$ cat src/i2cm_regs.svh
// Offsets, field positions, reset values and widths of the sequencer
`ifndef I2CM_REGS_SVH
`define I2CM_REGS_SVH
`define I2CM_ADDR_W      4
`define I2CM_OFS_CTRL    4'h0
`define I2CM_OFS_STATUS  4'h4
`define I2CM_OFS_RELOAD  4'h8
`define I2CM_OFS_BUF     4'hC
// Control fields
`define I2CM_C_PORT_EN   0
`define I2CM_C_START     1
`define I2CM_C_RSTART    2
`define I2CM_C_STOP      3
`define I2CM_C_ACK       4
`define I2CM_C_ACK_DATA  5
`define I2CM_C_INT_EN    6
// Status fields, bits 1..5 clear on write of one
`define I2CM_S_BUF_FULL  0
`define I2CM_S_WRITE_COLLISION_FLAG      1
`define I2CM_S_BCOL      2
`define I2CM_S_EVENT     3
`define I2CM_S_START     4
`define I2CM_S_STOP      5
`define I2CM_S_BUSY      6
`define I2CM_S_ACK_STAT  7
`define I2CM_RELOAD_RST  7'h13
`define I2CM_LAST_BIT    4'h8
`endif

$ cat src/i2cm_pkg.sv
// Types of the master sequencer: states and register image
package i2cm_pkg;
  typedef enum logic [4:0] {
    I2CM_IDLE, I2CM_ST_CHK, I2CM_ST_HOLD, I2CM_ST_LOW,
    I2CM_RS_A, I2CM_RS_B, I2CM_RS_C, I2CM_RS_D, I2CM_RS_E,
    I2CM_TX_LOW, I2CM_TX_WAITH, I2CM_TX_HIGH,
    I2CM_AK_A, I2CM_AK_B, I2CM_AK_C,
    I2CM_SP_A, I2CM_SP_B, I2CM_SP_C, I2CM_SP_D, I2CM_SP_E
  } i2cm_state_t;

  typedef struct packed {
    i2cm_state_t st;
    logic [2:0]  scl_sy;
    logic [2:0]  sda_sy;
    logic        scl_l;
    logic        sda_l;
    logic        drv_scl;
    logic        drv_sda;
    logic [6:0]  cnt;
    logic        run;
    logic [6:0]  reload;
    logic [3:0]  bitn;
    logic [7:0]  shreg;
    logic [7:0]  buffer;
    logic        port_en;
    logic        start_en;
    logic        rstart_en;
    logic        stop_en;
    logic        ack_en;
    logic        ack_data;
    logic        int_en;
    logic        buf_full;
    logic        write_collision_flag;
    logic        bcol;
    logic        event_flag;
    logic        start_seen;
    logic        stop_seen;
    logic        ack_stat;
    logic [7:0]  rdata;
  } i2cm_state_s_t;
endpackage

$ cat src/i2cm_seq.sv
// I2C master sequencer: ack, stop, start, repeated start, arbitration
//
// Behaviour
// Ack enable pulls clock low and drives data with the ack data bit.
// Software picks ack or not-ack in the ack data bit beforehand.
// Ack: one period, release clock, when high one period, clock low, idle.
// Buffer write during ack sets write collision, buffer kept.
// Stop: data low, then count, release clock, period later release data.
// Data high with clock high sets stop seen; period later event, stop off.
// Buffer write during stop sets write collision, buffer kept.
// In sleep, a completed byte wakes the processor if interrupt enabled.
// Reset disables the port and ends any transfer.
// Start and stop seen flags clear on reset and while port disabled.
// Software takes the bus only after stop seen or when bus idle.
// Bus monitoring continues; a stop on the bus sets the event flag.
// Sending a one but reading data low flags bus collision and idles.
// Transfer collision halts, clears buffer full, releases lines.
// Sequence collision aborts, releases lines, clears sequence enables.
// After collision a buffer write restarts from the first data bit.
// Data or clock low when start begins aborts start with collision.
// Start: data high loads timer; clock low while data high collides.
// Data low early drives data early; then count, clock low at end.
// Repeated start: count, release clock, when high data low collides.
// Repeated start: data fall is fine, clock fall before data low collides.
// Both high at timeout: data low, count, clock low, complete.
// Bit timer counts reload down to zero and stops when idle.
//
// Design decisions made here: the plain strobed port and the register addresses.
`timescale 1ns/100ps
`include "i2cm_regs.svh"

module i2cm_seq (
  input  wire logic                     ref_clk,
  input  wire logic                     srst,
  input  wire logic [`I2CM_ADDR_W-1:0]  reg_addr,
  input  wire logic [7:0]               reg_wdata,
  input  wire logic                     reg_wr,
  input  wire logic                     reg_rd,
  output logic      [7:0]               reg_rdata,
  input  wire logic                     scl_in,
  output logic                          scl_out,
  output logic                          scl_oe,
  input  wire logic                     sda_in,
  output logic                          sda_out,
  output logic                          sda_oe,
  input  wire logic                     sleep_mode,
  output logic                          wake_req
);

  i2cm_pkg::i2cm_state_s_t q;
  i2cm_pkg::i2cm_state_s_t n;
  logic tick;
  logic coll;
  logic wr_ctrl;
  logic wr_stat;
  logic wr_buf;

  // Both lines are open drain: only ever pulled low
  assign scl_out   = 1'b0;
  assign sda_out   = 1'b0;
  assign scl_oe    = q.drv_scl;
  assign sda_oe    = q.drv_sda;
  assign reg_rdata = q.rdata;
  // Sleep wake from the event flag: finished byte, start, repeated start or stop; address match is not ours
  assign wake_req  = sleep_mode & q.int_en & q.event_flag;
  assign tick      = q.run && (q.cnt == 7'h00);
  assign wr_ctrl   = reg_wr && (reg_addr == `I2CM_OFS_CTRL);
  assign wr_stat   = reg_wr && (reg_addr == `I2CM_OFS_STATUS);
  assign wr_buf    = reg_wr && (reg_addr == `I2CM_OFS_BUF);

  // Next state of the whole block
  always_comb begin
    n       = q;
    coll    = 1'b0;
    n.rdata = 8'h00;

    // Three stage sync; level moves once stages two and three agree
    n.scl_sy = {q.scl_sy[1:0], scl_in};
    n.sda_sy = {q.sda_sy[1:0], sda_in};
    if (q.scl_sy[1] == q.scl_sy[2]) begin
      n.scl_l = q.scl_sy[2];
    end
    if (q.sda_sy[1] == q.sda_sy[2]) begin
      n.sda_l = q.sda_sy[2];
    end

    // Bit timer counts down; holds at zero until reloaded or stopped
    if (q.run && q.cnt != 7'h00) begin
      n.cnt = q.cnt - 7'h01;
    end

    // Register reads: data stand one cycle after the strobe
    if (reg_rd) begin
      unique case (reg_addr)
        `I2CM_OFS_CTRL:   n.rdata = {1'b0, q.int_en, q.ack_data, q.ack_en,
                                     q.stop_en, q.rstart_en, q.start_en,
                                     q.port_en};
        `I2CM_OFS_STATUS: n.rdata = {q.ack_stat, q.st != i2cm_pkg::I2CM_IDLE,
                                     q.stop_seen, q.start_seen,
                                     q.event_flag, q.bcol, q.write_collision_flag,
                                     q.buf_full};
        `I2CM_OFS_RELOAD: n.rdata = {1'b0, q.reload};
        `I2CM_OFS_BUF:    n.rdata = q.buffer;
        default:          n.rdata = 8'h00;
      endcase
    end

    // Register writes; flags clear first so later sets win
    if (wr_ctrl) begin
      n.port_en  = reg_wdata[`I2CM_C_PORT_EN];
      n.ack_data = reg_wdata[`I2CM_C_ACK_DATA];
      n.int_en   = reg_wdata[`I2CM_C_INT_EN];
      // No queueing: sequence bits only taken while idle
      if (q.st == i2cm_pkg::I2CM_IDLE && q.port_en) begin
        n.start_en  = reg_wdata[`I2CM_C_START];
        n.rstart_en = reg_wdata[`I2CM_C_RSTART];
        n.stop_en   = reg_wdata[`I2CM_C_STOP];
        n.ack_en    = reg_wdata[`I2CM_C_ACK];
      end
    end
    if (wr_stat) begin
      if (reg_wdata[`I2CM_S_WRITE_COLLISION_FLAG]) n.write_collision_flag = 1'b0;
      if (reg_wdata[`I2CM_S_BCOL]) n.bcol = 1'b0;
      if (reg_wdata[`I2CM_S_EVENT]) n.event_flag = 1'b0;
      if (reg_wdata[`I2CM_S_START]) n.start_seen = 1'b0;
      if (reg_wdata[`I2CM_S_STOP]) n.stop_seen = 1'b0;
    end
    if (reg_addr == `I2CM_OFS_RELOAD && reg_wr) begin
      n.reload = reg_wdata[6:0];
    end
    // Buffer write: busy port refuses it and flags collision
    if (wr_buf) begin
      if (q.st != i2cm_pkg::I2CM_IDLE) begin
        n.write_collision_flag = 1'b1;
      end else begin
        n.buffer = reg_wdata;
      end
    end

    // Bus monitor: start and stop seen on the filtered lines
    if (q.scl_l && n.scl_l && q.sda_l && !n.sda_l) begin
      n.start_seen = 1'b1;
      n.stop_seen  = 1'b0;
    end
    if (q.scl_l && n.scl_l && !q.sda_l && n.sda_l) begin
      n.stop_seen  = 1'b1;
      n.start_seen = 1'b0;
      n.event_flag = 1'b1;
    end

    // Sequencer
    unique case (q.st)
      i2cm_pkg::I2CM_IDLE: begin
        n.run = 1'b0;
        if (q.start_en) begin
          n.st = i2cm_pkg::I2CM_ST_CHK;
        end else if (q.rstart_en) begin
          n.drv_scl = 1'b1;
          n.drv_sda = 1'b0;
          n.st      = i2cm_pkg::I2CM_RS_A;
        end else if (q.stop_en) begin
          n.drv_sda = 1'b1;
          n.st      = i2cm_pkg::I2CM_SP_A;
        end else if (q.ack_en) begin
          n.drv_scl = 1'b1;
          n.drv_sda = !q.ack_data;
          n.cnt     = q.reload;
          n.run     = 1'b1;
          n.st      = i2cm_pkg::I2CM_AK_A;
        end else if (wr_buf && q.port_en) begin
          // Always from the first bit, even after a lost arbitration
          n.shreg    = reg_wdata;
          n.bitn     = 4'h0;
          n.buf_full = 1'b1;
          n.drv_scl  = 1'b1;
          n.cnt      = q.reload;
          n.run      = 1'b1;
          n.st       = i2cm_pkg::I2CM_TX_LOW;
        end
      end
      // Start: both lines must be high when it begins
      i2cm_pkg::I2CM_ST_CHK: begin
        if (!q.sda_l || !q.scl_l) begin
          coll = 1'b1;
        end else begin
          n.cnt = q.reload;
          n.run = 1'b1;
          n.st  = i2cm_pkg::I2CM_ST_HOLD;
        end
      end
      i2cm_pkg::I2CM_ST_HOLD: begin
        if (!q.scl_l && q.sda_l) begin
          coll = 1'b1;
        end else if (!q.sda_l || tick) begin
          // Another master started first: follow it at once
          n.drv_sda = 1'b1;
          n.cnt     = q.reload;
          n.st      = i2cm_pkg::I2CM_ST_LOW;
        end
      end
      i2cm_pkg::I2CM_ST_LOW: begin
        // Clock low from others is not a collision here
        if (tick) begin
          n.drv_scl    = 1'b1;
          n.run        = 1'b0;
          n.start_en   = 1'b0;
          n.event_flag = 1'b1;
          n.st         = i2cm_pkg::I2CM_IDLE;
        end
      end
      // Repeated start: clock pulled low and data released together
      i2cm_pkg::I2CM_RS_A: begin
        if (!q.scl_l) begin
          n.cnt = q.reload;
          n.run = 1'b1;
          n.st  = i2cm_pkg::I2CM_RS_B;
        end
      end
      i2cm_pkg::I2CM_RS_B: begin
        if (tick && q.sda_l) begin
          n.drv_scl = 1'b0;
          n.run     = 1'b0;
          n.st      = i2cm_pkg::I2CM_RS_C;
        end
      end
      i2cm_pkg::I2CM_RS_C: begin
        if (q.scl_l) begin
          if (!q.sda_l) begin
            coll = 1'b1;
          end else begin
            n.cnt = q.reload;
            n.run = 1'b1;
            n.st  = i2cm_pkg::I2CM_RS_D;
          end
        end
      end
      i2cm_pkg::I2CM_RS_D: begin
        // Data falling early is another start, not a collision
        if (!q.scl_l && q.sda_l) begin
          coll = 1'b1;
        end else if (tick) begin
          n.drv_sda = 1'b1;
          n.cnt     = q.reload;
          n.st      = i2cm_pkg::I2CM_RS_E;
        end
      end
      i2cm_pkg::I2CM_RS_E: begin
        if (tick) begin
          n.drv_scl    = 1'b1;
          n.run        = 1'b0;
          n.rstart_en  = 1'b0;
          n.event_flag = 1'b1;
          n.st         = i2cm_pkg::I2CM_IDLE;
        end
      end
      // Transmit: eight data bits then the slave's ack bit
      i2cm_pkg::I2CM_TX_LOW: begin
        n.drv_sda = (q.bitn < `I2CM_LAST_BIT) ? !q.shreg[7] : 1'b0;
        if (tick) begin
          n.drv_scl = 1'b0;
          n.run     = 1'b0;
          n.st      = i2cm_pkg::I2CM_TX_WAITH;
        end
      end
      i2cm_pkg::I2CM_TX_WAITH: begin
        // Clock stretching: wait for the line to really rise
        if (q.scl_l) begin
          n.cnt = q.reload;
          n.run = 1'b1;
          n.st  = i2cm_pkg::I2CM_TX_HIGH;
        end
      end
      i2cm_pkg::I2CM_TX_HIGH: begin
        if (q.bitn < `I2CM_LAST_BIT && q.shreg[7] && !q.sda_l) begin
          coll = 1'b1;
        end else if (tick) begin
          n.drv_scl = 1'b1;
          if (q.bitn == `I2CM_LAST_BIT) begin
            n.ack_stat   = q.sda_l;
            n.event_flag = 1'b1;
            n.run        = 1'b0;
            n.st         = i2cm_pkg::I2CM_IDLE;
          end else begin
            if (q.bitn == 4'h7) n.buf_full = 1'b0;
            n.shreg = {q.shreg[6:0], 1'b0};
            n.bitn  = q.bitn + 4'h1;
            n.cnt   = q.reload;
            n.st    = i2cm_pkg::I2CM_TX_LOW;
          end
        end
      end
      // Acknowledge: low half, then high half with arbitration
      i2cm_pkg::I2CM_AK_A: begin
        if (tick) begin
          n.drv_scl = 1'b0;
          n.run     = 1'b0;
          n.st      = i2cm_pkg::I2CM_AK_B;
        end
      end
      i2cm_pkg::I2CM_AK_B: begin
        if (q.scl_l) begin
          n.cnt = q.reload;
          n.run = 1'b1;
          n.st  = i2cm_pkg::I2CM_AK_C;
        end
      end
      i2cm_pkg::I2CM_AK_C: begin
        if (q.ack_data && !q.sda_l) begin
          coll = 1'b1;
        end else if (tick) begin
          n.drv_scl = 1'b1;
          n.ack_en  = 1'b0;
          n.run     = 1'b0;
          n.st      = i2cm_pkg::I2CM_IDLE;
        end
      end
      // Stop: data low, clock released, then data released
      i2cm_pkg::I2CM_SP_A: begin
        if (!q.sda_l) begin
          n.cnt = q.reload;
          n.run = 1'b1;
          n.st  = i2cm_pkg::I2CM_SP_B;
        end
      end
      i2cm_pkg::I2CM_SP_B: begin
        if (tick) begin
          n.drv_scl = 1'b0;
          n.cnt     = q.reload;
          n.st      = i2cm_pkg::I2CM_SP_C;
        end
      end
      i2cm_pkg::I2CM_SP_C: begin
        if (tick) begin
          n.drv_sda = 1'b0;
          n.run     = 1'b0;
          n.st      = i2cm_pkg::I2CM_SP_D;
        end
      end
      i2cm_pkg::I2CM_SP_D: begin
        if (q.sda_l && q.scl_l) begin
          n.stop_seen = 1'b1;
          n.cnt       = q.reload;
          n.run       = 1'b1;
          n.st        = i2cm_pkg::I2CM_SP_E;
        end
      end
      i2cm_pkg::I2CM_SP_E: begin
        if (tick) begin
          n.stop_en    = 1'b0;
          n.event_flag = 1'b1;
          n.run        = 1'b0;
          n.st         = i2cm_pkg::I2CM_IDLE;
        end
      end
    endcase

    // Lost arbitration: everything let go, port back to idle
    if (coll) begin
      n.bcol      = 1'b1;
      n.drv_scl   = 1'b0;
      n.drv_sda   = 1'b0;
      n.buf_full  = 1'b0;
      n.run       = 1'b0;
      n.start_en  = 1'b0;
      n.rstart_en = 1'b0;
      n.stop_en   = 1'b0;
      n.ack_en    = 1'b0;
      n.st        = i2cm_pkg::I2CM_IDLE;
    end

    // Disabled port: any transfer ends and start and stop seen flags stay clear
    if (!q.port_en) begin
      n.st         = i2cm_pkg::I2CM_IDLE;
      n.drv_scl    = 1'b0;
      n.drv_sda    = 1'b0;
      n.run        = 1'b0;
      n.start_en   = 1'b0;
      n.rstart_en  = 1'b0;
      n.stop_en    = 1'b0;
      n.ack_en     = 1'b0;
      n.start_seen = 1'b0;
      n.stop_seen  = 1'b0;
    end
  end

  // State register; reset leaves the port disabled
  always_ff @(posedge ref_clk) begin
    if (srst) begin
      q        <= '0;
      q.st     <= i2cm_pkg::I2CM_IDLE;
      q.scl_sy <= 3'h7;
      q.sda_sy <= 3'h7;
      q.scl_l  <= 1'b1;
      q.sda_l  <= 1'b1;
      q.reload <= `I2CM_RELOAD_RST;
    end else begin
      q <= n;
    end
  end

endmodule

$ cat config.mk
export PLATFORM = sky130hd
export DESIGN_NAME = i2cm_seq
export DESIGN_NICKNAME = d
export VERILOG_FILES = /design/src/i2cm_pkg.sv /design/src/i2cm_seq.sv
export VERILOG_INCLUDE_DIRS = /design/src
export SDC_FILE = /design/constraint.sdc
export NUM_CORES = 1
export LEC_CHECK = 0
export BUFFER_PORTS_ARGS = -buffer_cell sky130_fd_sc_hd__buf_2
export CORE_ASPECT_RATIO = 2
export CORE_MARGIN = 3
export CORE_UTILIZATION = 57
export DETAILED_ROUTE_END_ITERATION = 8
export PLACE_DENSITY = 0.82
export SYNTH_ARGS = -nofsm -noshare
export SYNTH_HDL_FRONTEND = slang
export SYNTH_SLANG_ARGS = --single-unit
$ cat constraint.sdc
create_clock -name ref_clk -period 2.5 [get_ports ref_clk]
set_input_delay 0.625 -clock ref_clk [delete_from_list [all_inputs] [get_ports ref_clk]]
set_output_delay 0.625 -clock ref_clk [all_outputs]
set_load 0.02 [all_outputs]
==> summary.txt <==
Logic synthesis
  – Ys Warns: 0
  – Post-synthesis register bit count: 72
  – Synth cell types: 75
  – Ys flop type: dfxtp_1
  – Post-synth top area cell: dfxtp_1
  – Synth top cells by count: dfxtp_1, nor2_1, nand2_1, mux2i_1, nor3_1
  – Mean Syn Cell Area: slightly above 8 um2
  – Most common cell in the netlist: dfxtp_1
  – Sequential share of the synthesized area: 30.84%
  – Top cells by area, synth: dfxtp_1, mux2i_1, nor2_1
  – FFs w/ async S/R, synth: 0%
  – Area share of the largest cell type after synthesis: between 30% and 40%
  – Cells after Synth: around 570
  – Post-synth EDFFs: 0
  – Syn Std Cell Area: roughly 0.0047 mm2

Clock network
  – CTS Buf Count: 9
  – # clock sinks: 72
  – # Post-CTS Setup Buffers: 0
  – Reg clk slew, reported paths: approximately 0.06 ns
  – Max clock buf depth: 2
  – H-tree depth: 3
  – CTS tree: done
  – Clk Latency, worst-skew pair: around 0.33 ns
  – Clock root cell: clkbuf_16

GRT
  – GR Overflow Total: 0
  – Overall Global Routing Usage: a little over a third
  – Initial antenna violation count: 0
  – Vias in the first global route: 4867
  – First-pass GRT wire length: approximately 26000 um
  – Largest net degree at the start of global routing: between 50 and 60

Floorplan
  – Std-Cell Rows: 46
  – Initial Util: between 50 and 60%
  – CORE AREA: 0.007943 mm2
  – I/O pin total: 32
  – Die width: 70.03 um
  – Die Y: 134.1 um
  – DIE AREA: approximately 0.0094 mm2

Setup path
  – CP max stage delay: approximately 0.63 ns
  – Critical path arrival: approximately 2.6 ns
  – Critical Path Start Type: register
  – CP endpoint kind: register
  – Critical path's slowest cell: or4_1
  – Worst setup startpoint: q[53]$_SDFF_PP0_
  – Crit path depth: 6
  – Worst Reg-to-Reg Cells: 6
  – Buffers and inverters on the worst path: 0
  – Worst R2R Start: q[53]$_SDFF_PP0_
  – Worst path cell trace: nor4_4 > and2_1 > a221oi_2 > or4_1 > o311ai_1 > o31ai_1
  – CP required: between 2 and 3 ns
  – Critical path type: reg2reg
  – Critical Path Fanout Max: 6
  – Top Family by Delay on Critical Path: simple AND/OR/NAND/NOR gates

Cells and area
  – N_diodes: 0
  – Layout cell share with drive strength beyond 1: a little under a quarter
  – Layout area overhead: 19.20%
  – Filler Cells Inserted: approximately 600
  – Finished Layout Cells: roughly 730
  – # nets final: around 650
  – Multi-input gate area: between 0.002 and 0.003 mm2
  – Register area: roughly 0.0014 mm2
  – Fin util: a little over two thirds

Power
  – VDD IR max: 544.7 uV
  – Power density over the cells: approximately 480 mW/mm2
  – LEAKAGE: ~2.3 nW

Detailed routing
  – DR DRC count: 0
  – 1st-pass router iterations: 5
  – Routed vias/inst: 6.622
  – Final WL: 16660 um
  – DR iter-0 viols: 596
  – Routed Antenna Nets: 0
  – Post-DR wirelength/cell: between 20 and 25 um
  – Vias: between 4000 and 5000

STA
  – Max Slew Vio Count: 0
  – RSZ-0062 raised after global routing: no
  – Worst Skew: 0.005876 ns
  – Minimum clock period: about 2.4 ns
  – Fmax achieved: about 420 MHz
  – Accumulated negative setup slack: 0 ns
  – Tcrit/Tclk final: a little over nine tenths
  – Worst slew margin: between 50% and 60%
  – Worst-Margin Slew: a little over 0.7 ns
  – Final hold viol count: 0
  – Final setup violation count: 0

Hold path
  – Worst hold-check path type: reg2reg
  – Hold depth: 1
  – Hold wc startpoint: n[62]$_SDFF_PP1_

Run
  – Max-Cap Viols: 0

Placement
  – Dpl cells: just over 700
  – Post-detail-place hpwl: around 13000 um
  – Port buffer count: 29
  – RePlAce Congestion: 0.9790

Status
  – Status: finished clean
-- layout make-up --
| type | count | area share (%) |
|---|---|---|
| inverter | 11 | 0.7412 |
| tap | 96 | 2.156 |
| clock buffer | 12 | 4.605 |
| multi-input combinational | 432 | 52.31 |
| sequential | 72 | 25.97 |
| timing repair buffer | 100 | 12.85 |
| clock inverter | 4 | 1.370 |
-- final timing paths --
kind / slack (ns) / end
max: 0.13 / q[70]$_SDFFE_PP0P_
min: 0.41 / n[63]$_SDFF_PP1_
max reg2reg: 0.13 / q[70]$_SDFFE_PP0P_
min reg2reg: 0.41 / n[63]$_SDFF_PP1_
-- layer usage --
layer / wire (um) / global-route usage, % / vias to the layer above / part of all wire (%)
met4: 1589 / 30.38 / 0 / 9.5
li1: - / - / 2194 / -
met1: 5706 / 35.84 / 2276 / 34
met2: 8630 / 64.17 / 241 / 52
met3: 737 / 5.476 / 103 / 4.4
met5: 0 / 0 / - / 0
-- power breakdown --
part	internal, mW	switching (mW)	total, mW
clock network	0.929	0.475	1.40
registers	1.16	0.00777	1.16
logic	0.0442	0.0602	0.104
total	2.13	0.543	2.67
-- registers in the layout, indices dropped and copies added (netlist names) --
register,count
scl_oe,1
q,58
n,4
sda_oe,1
reg_rdata,8
-- kinds of logic (layout without fill, tap and decap cells) --
kind of cell	count (synthesis)	count (layout)	share of synthesized area, %
AOI/OAI and AO/OA	137	137	19.92
xor gates and xnor gates	12	12	2.249
adders and majority gates	4	4	1.071
buffers and inverters	69	127	7.309
DFF	72	72	30.84
muxes	41	41	10.66
other	1	2	0.08024
and+or+nand+nor	236	236	27.87
-- repair_timing --
item	4_1_cts	5_1_grt
endpoints found under the setup margin	0	26
resized for setup	0	8
hold buffers	0	0
-- metrics by stage --
stage          setup WS [ns]  power (mW)  hold slack (ns)  area (um2)
5_1_grt              0.02376       2.740           0.4252        5570
4_1_cts              0.03128       2.679           0.4176        5545
6_report              0.1285       2.673           0.4139        5570
3_3_place_gp         0.08890       1.286           0.3939        5213
3_5_place_dp        0.004447       1.290           0.4040        5213
2_1_floorplan         0.2997       1.245           0.3895        4677
-- worst register-to-register path: stages (launching register included) --
cell      delay (ns)
dfxtp_1         0.36
nor4_4          0.39
and2_1          0.31
a221oi_2        0.13
or4_1           0.63
o311ai_1        0.33
o31ai_1         0.11
-- placed cells by master (no fill, tap or decap), types with 9 or more instances in the layout --
master and n:
nand2b_1 11, nor3_1 31, nor2_1 50, nor2b_1 24, dfxtp_1 68, buf_2 29, a21oi_1 25, buf_4 68
mux2i_1 34, a211oi_1 17, nand3_1 10, nand2_1 41, nor4_1 9, inv_1 10, clkbuf_16 9, o21ai_0 26
Power figures use the tool's default switching activity.
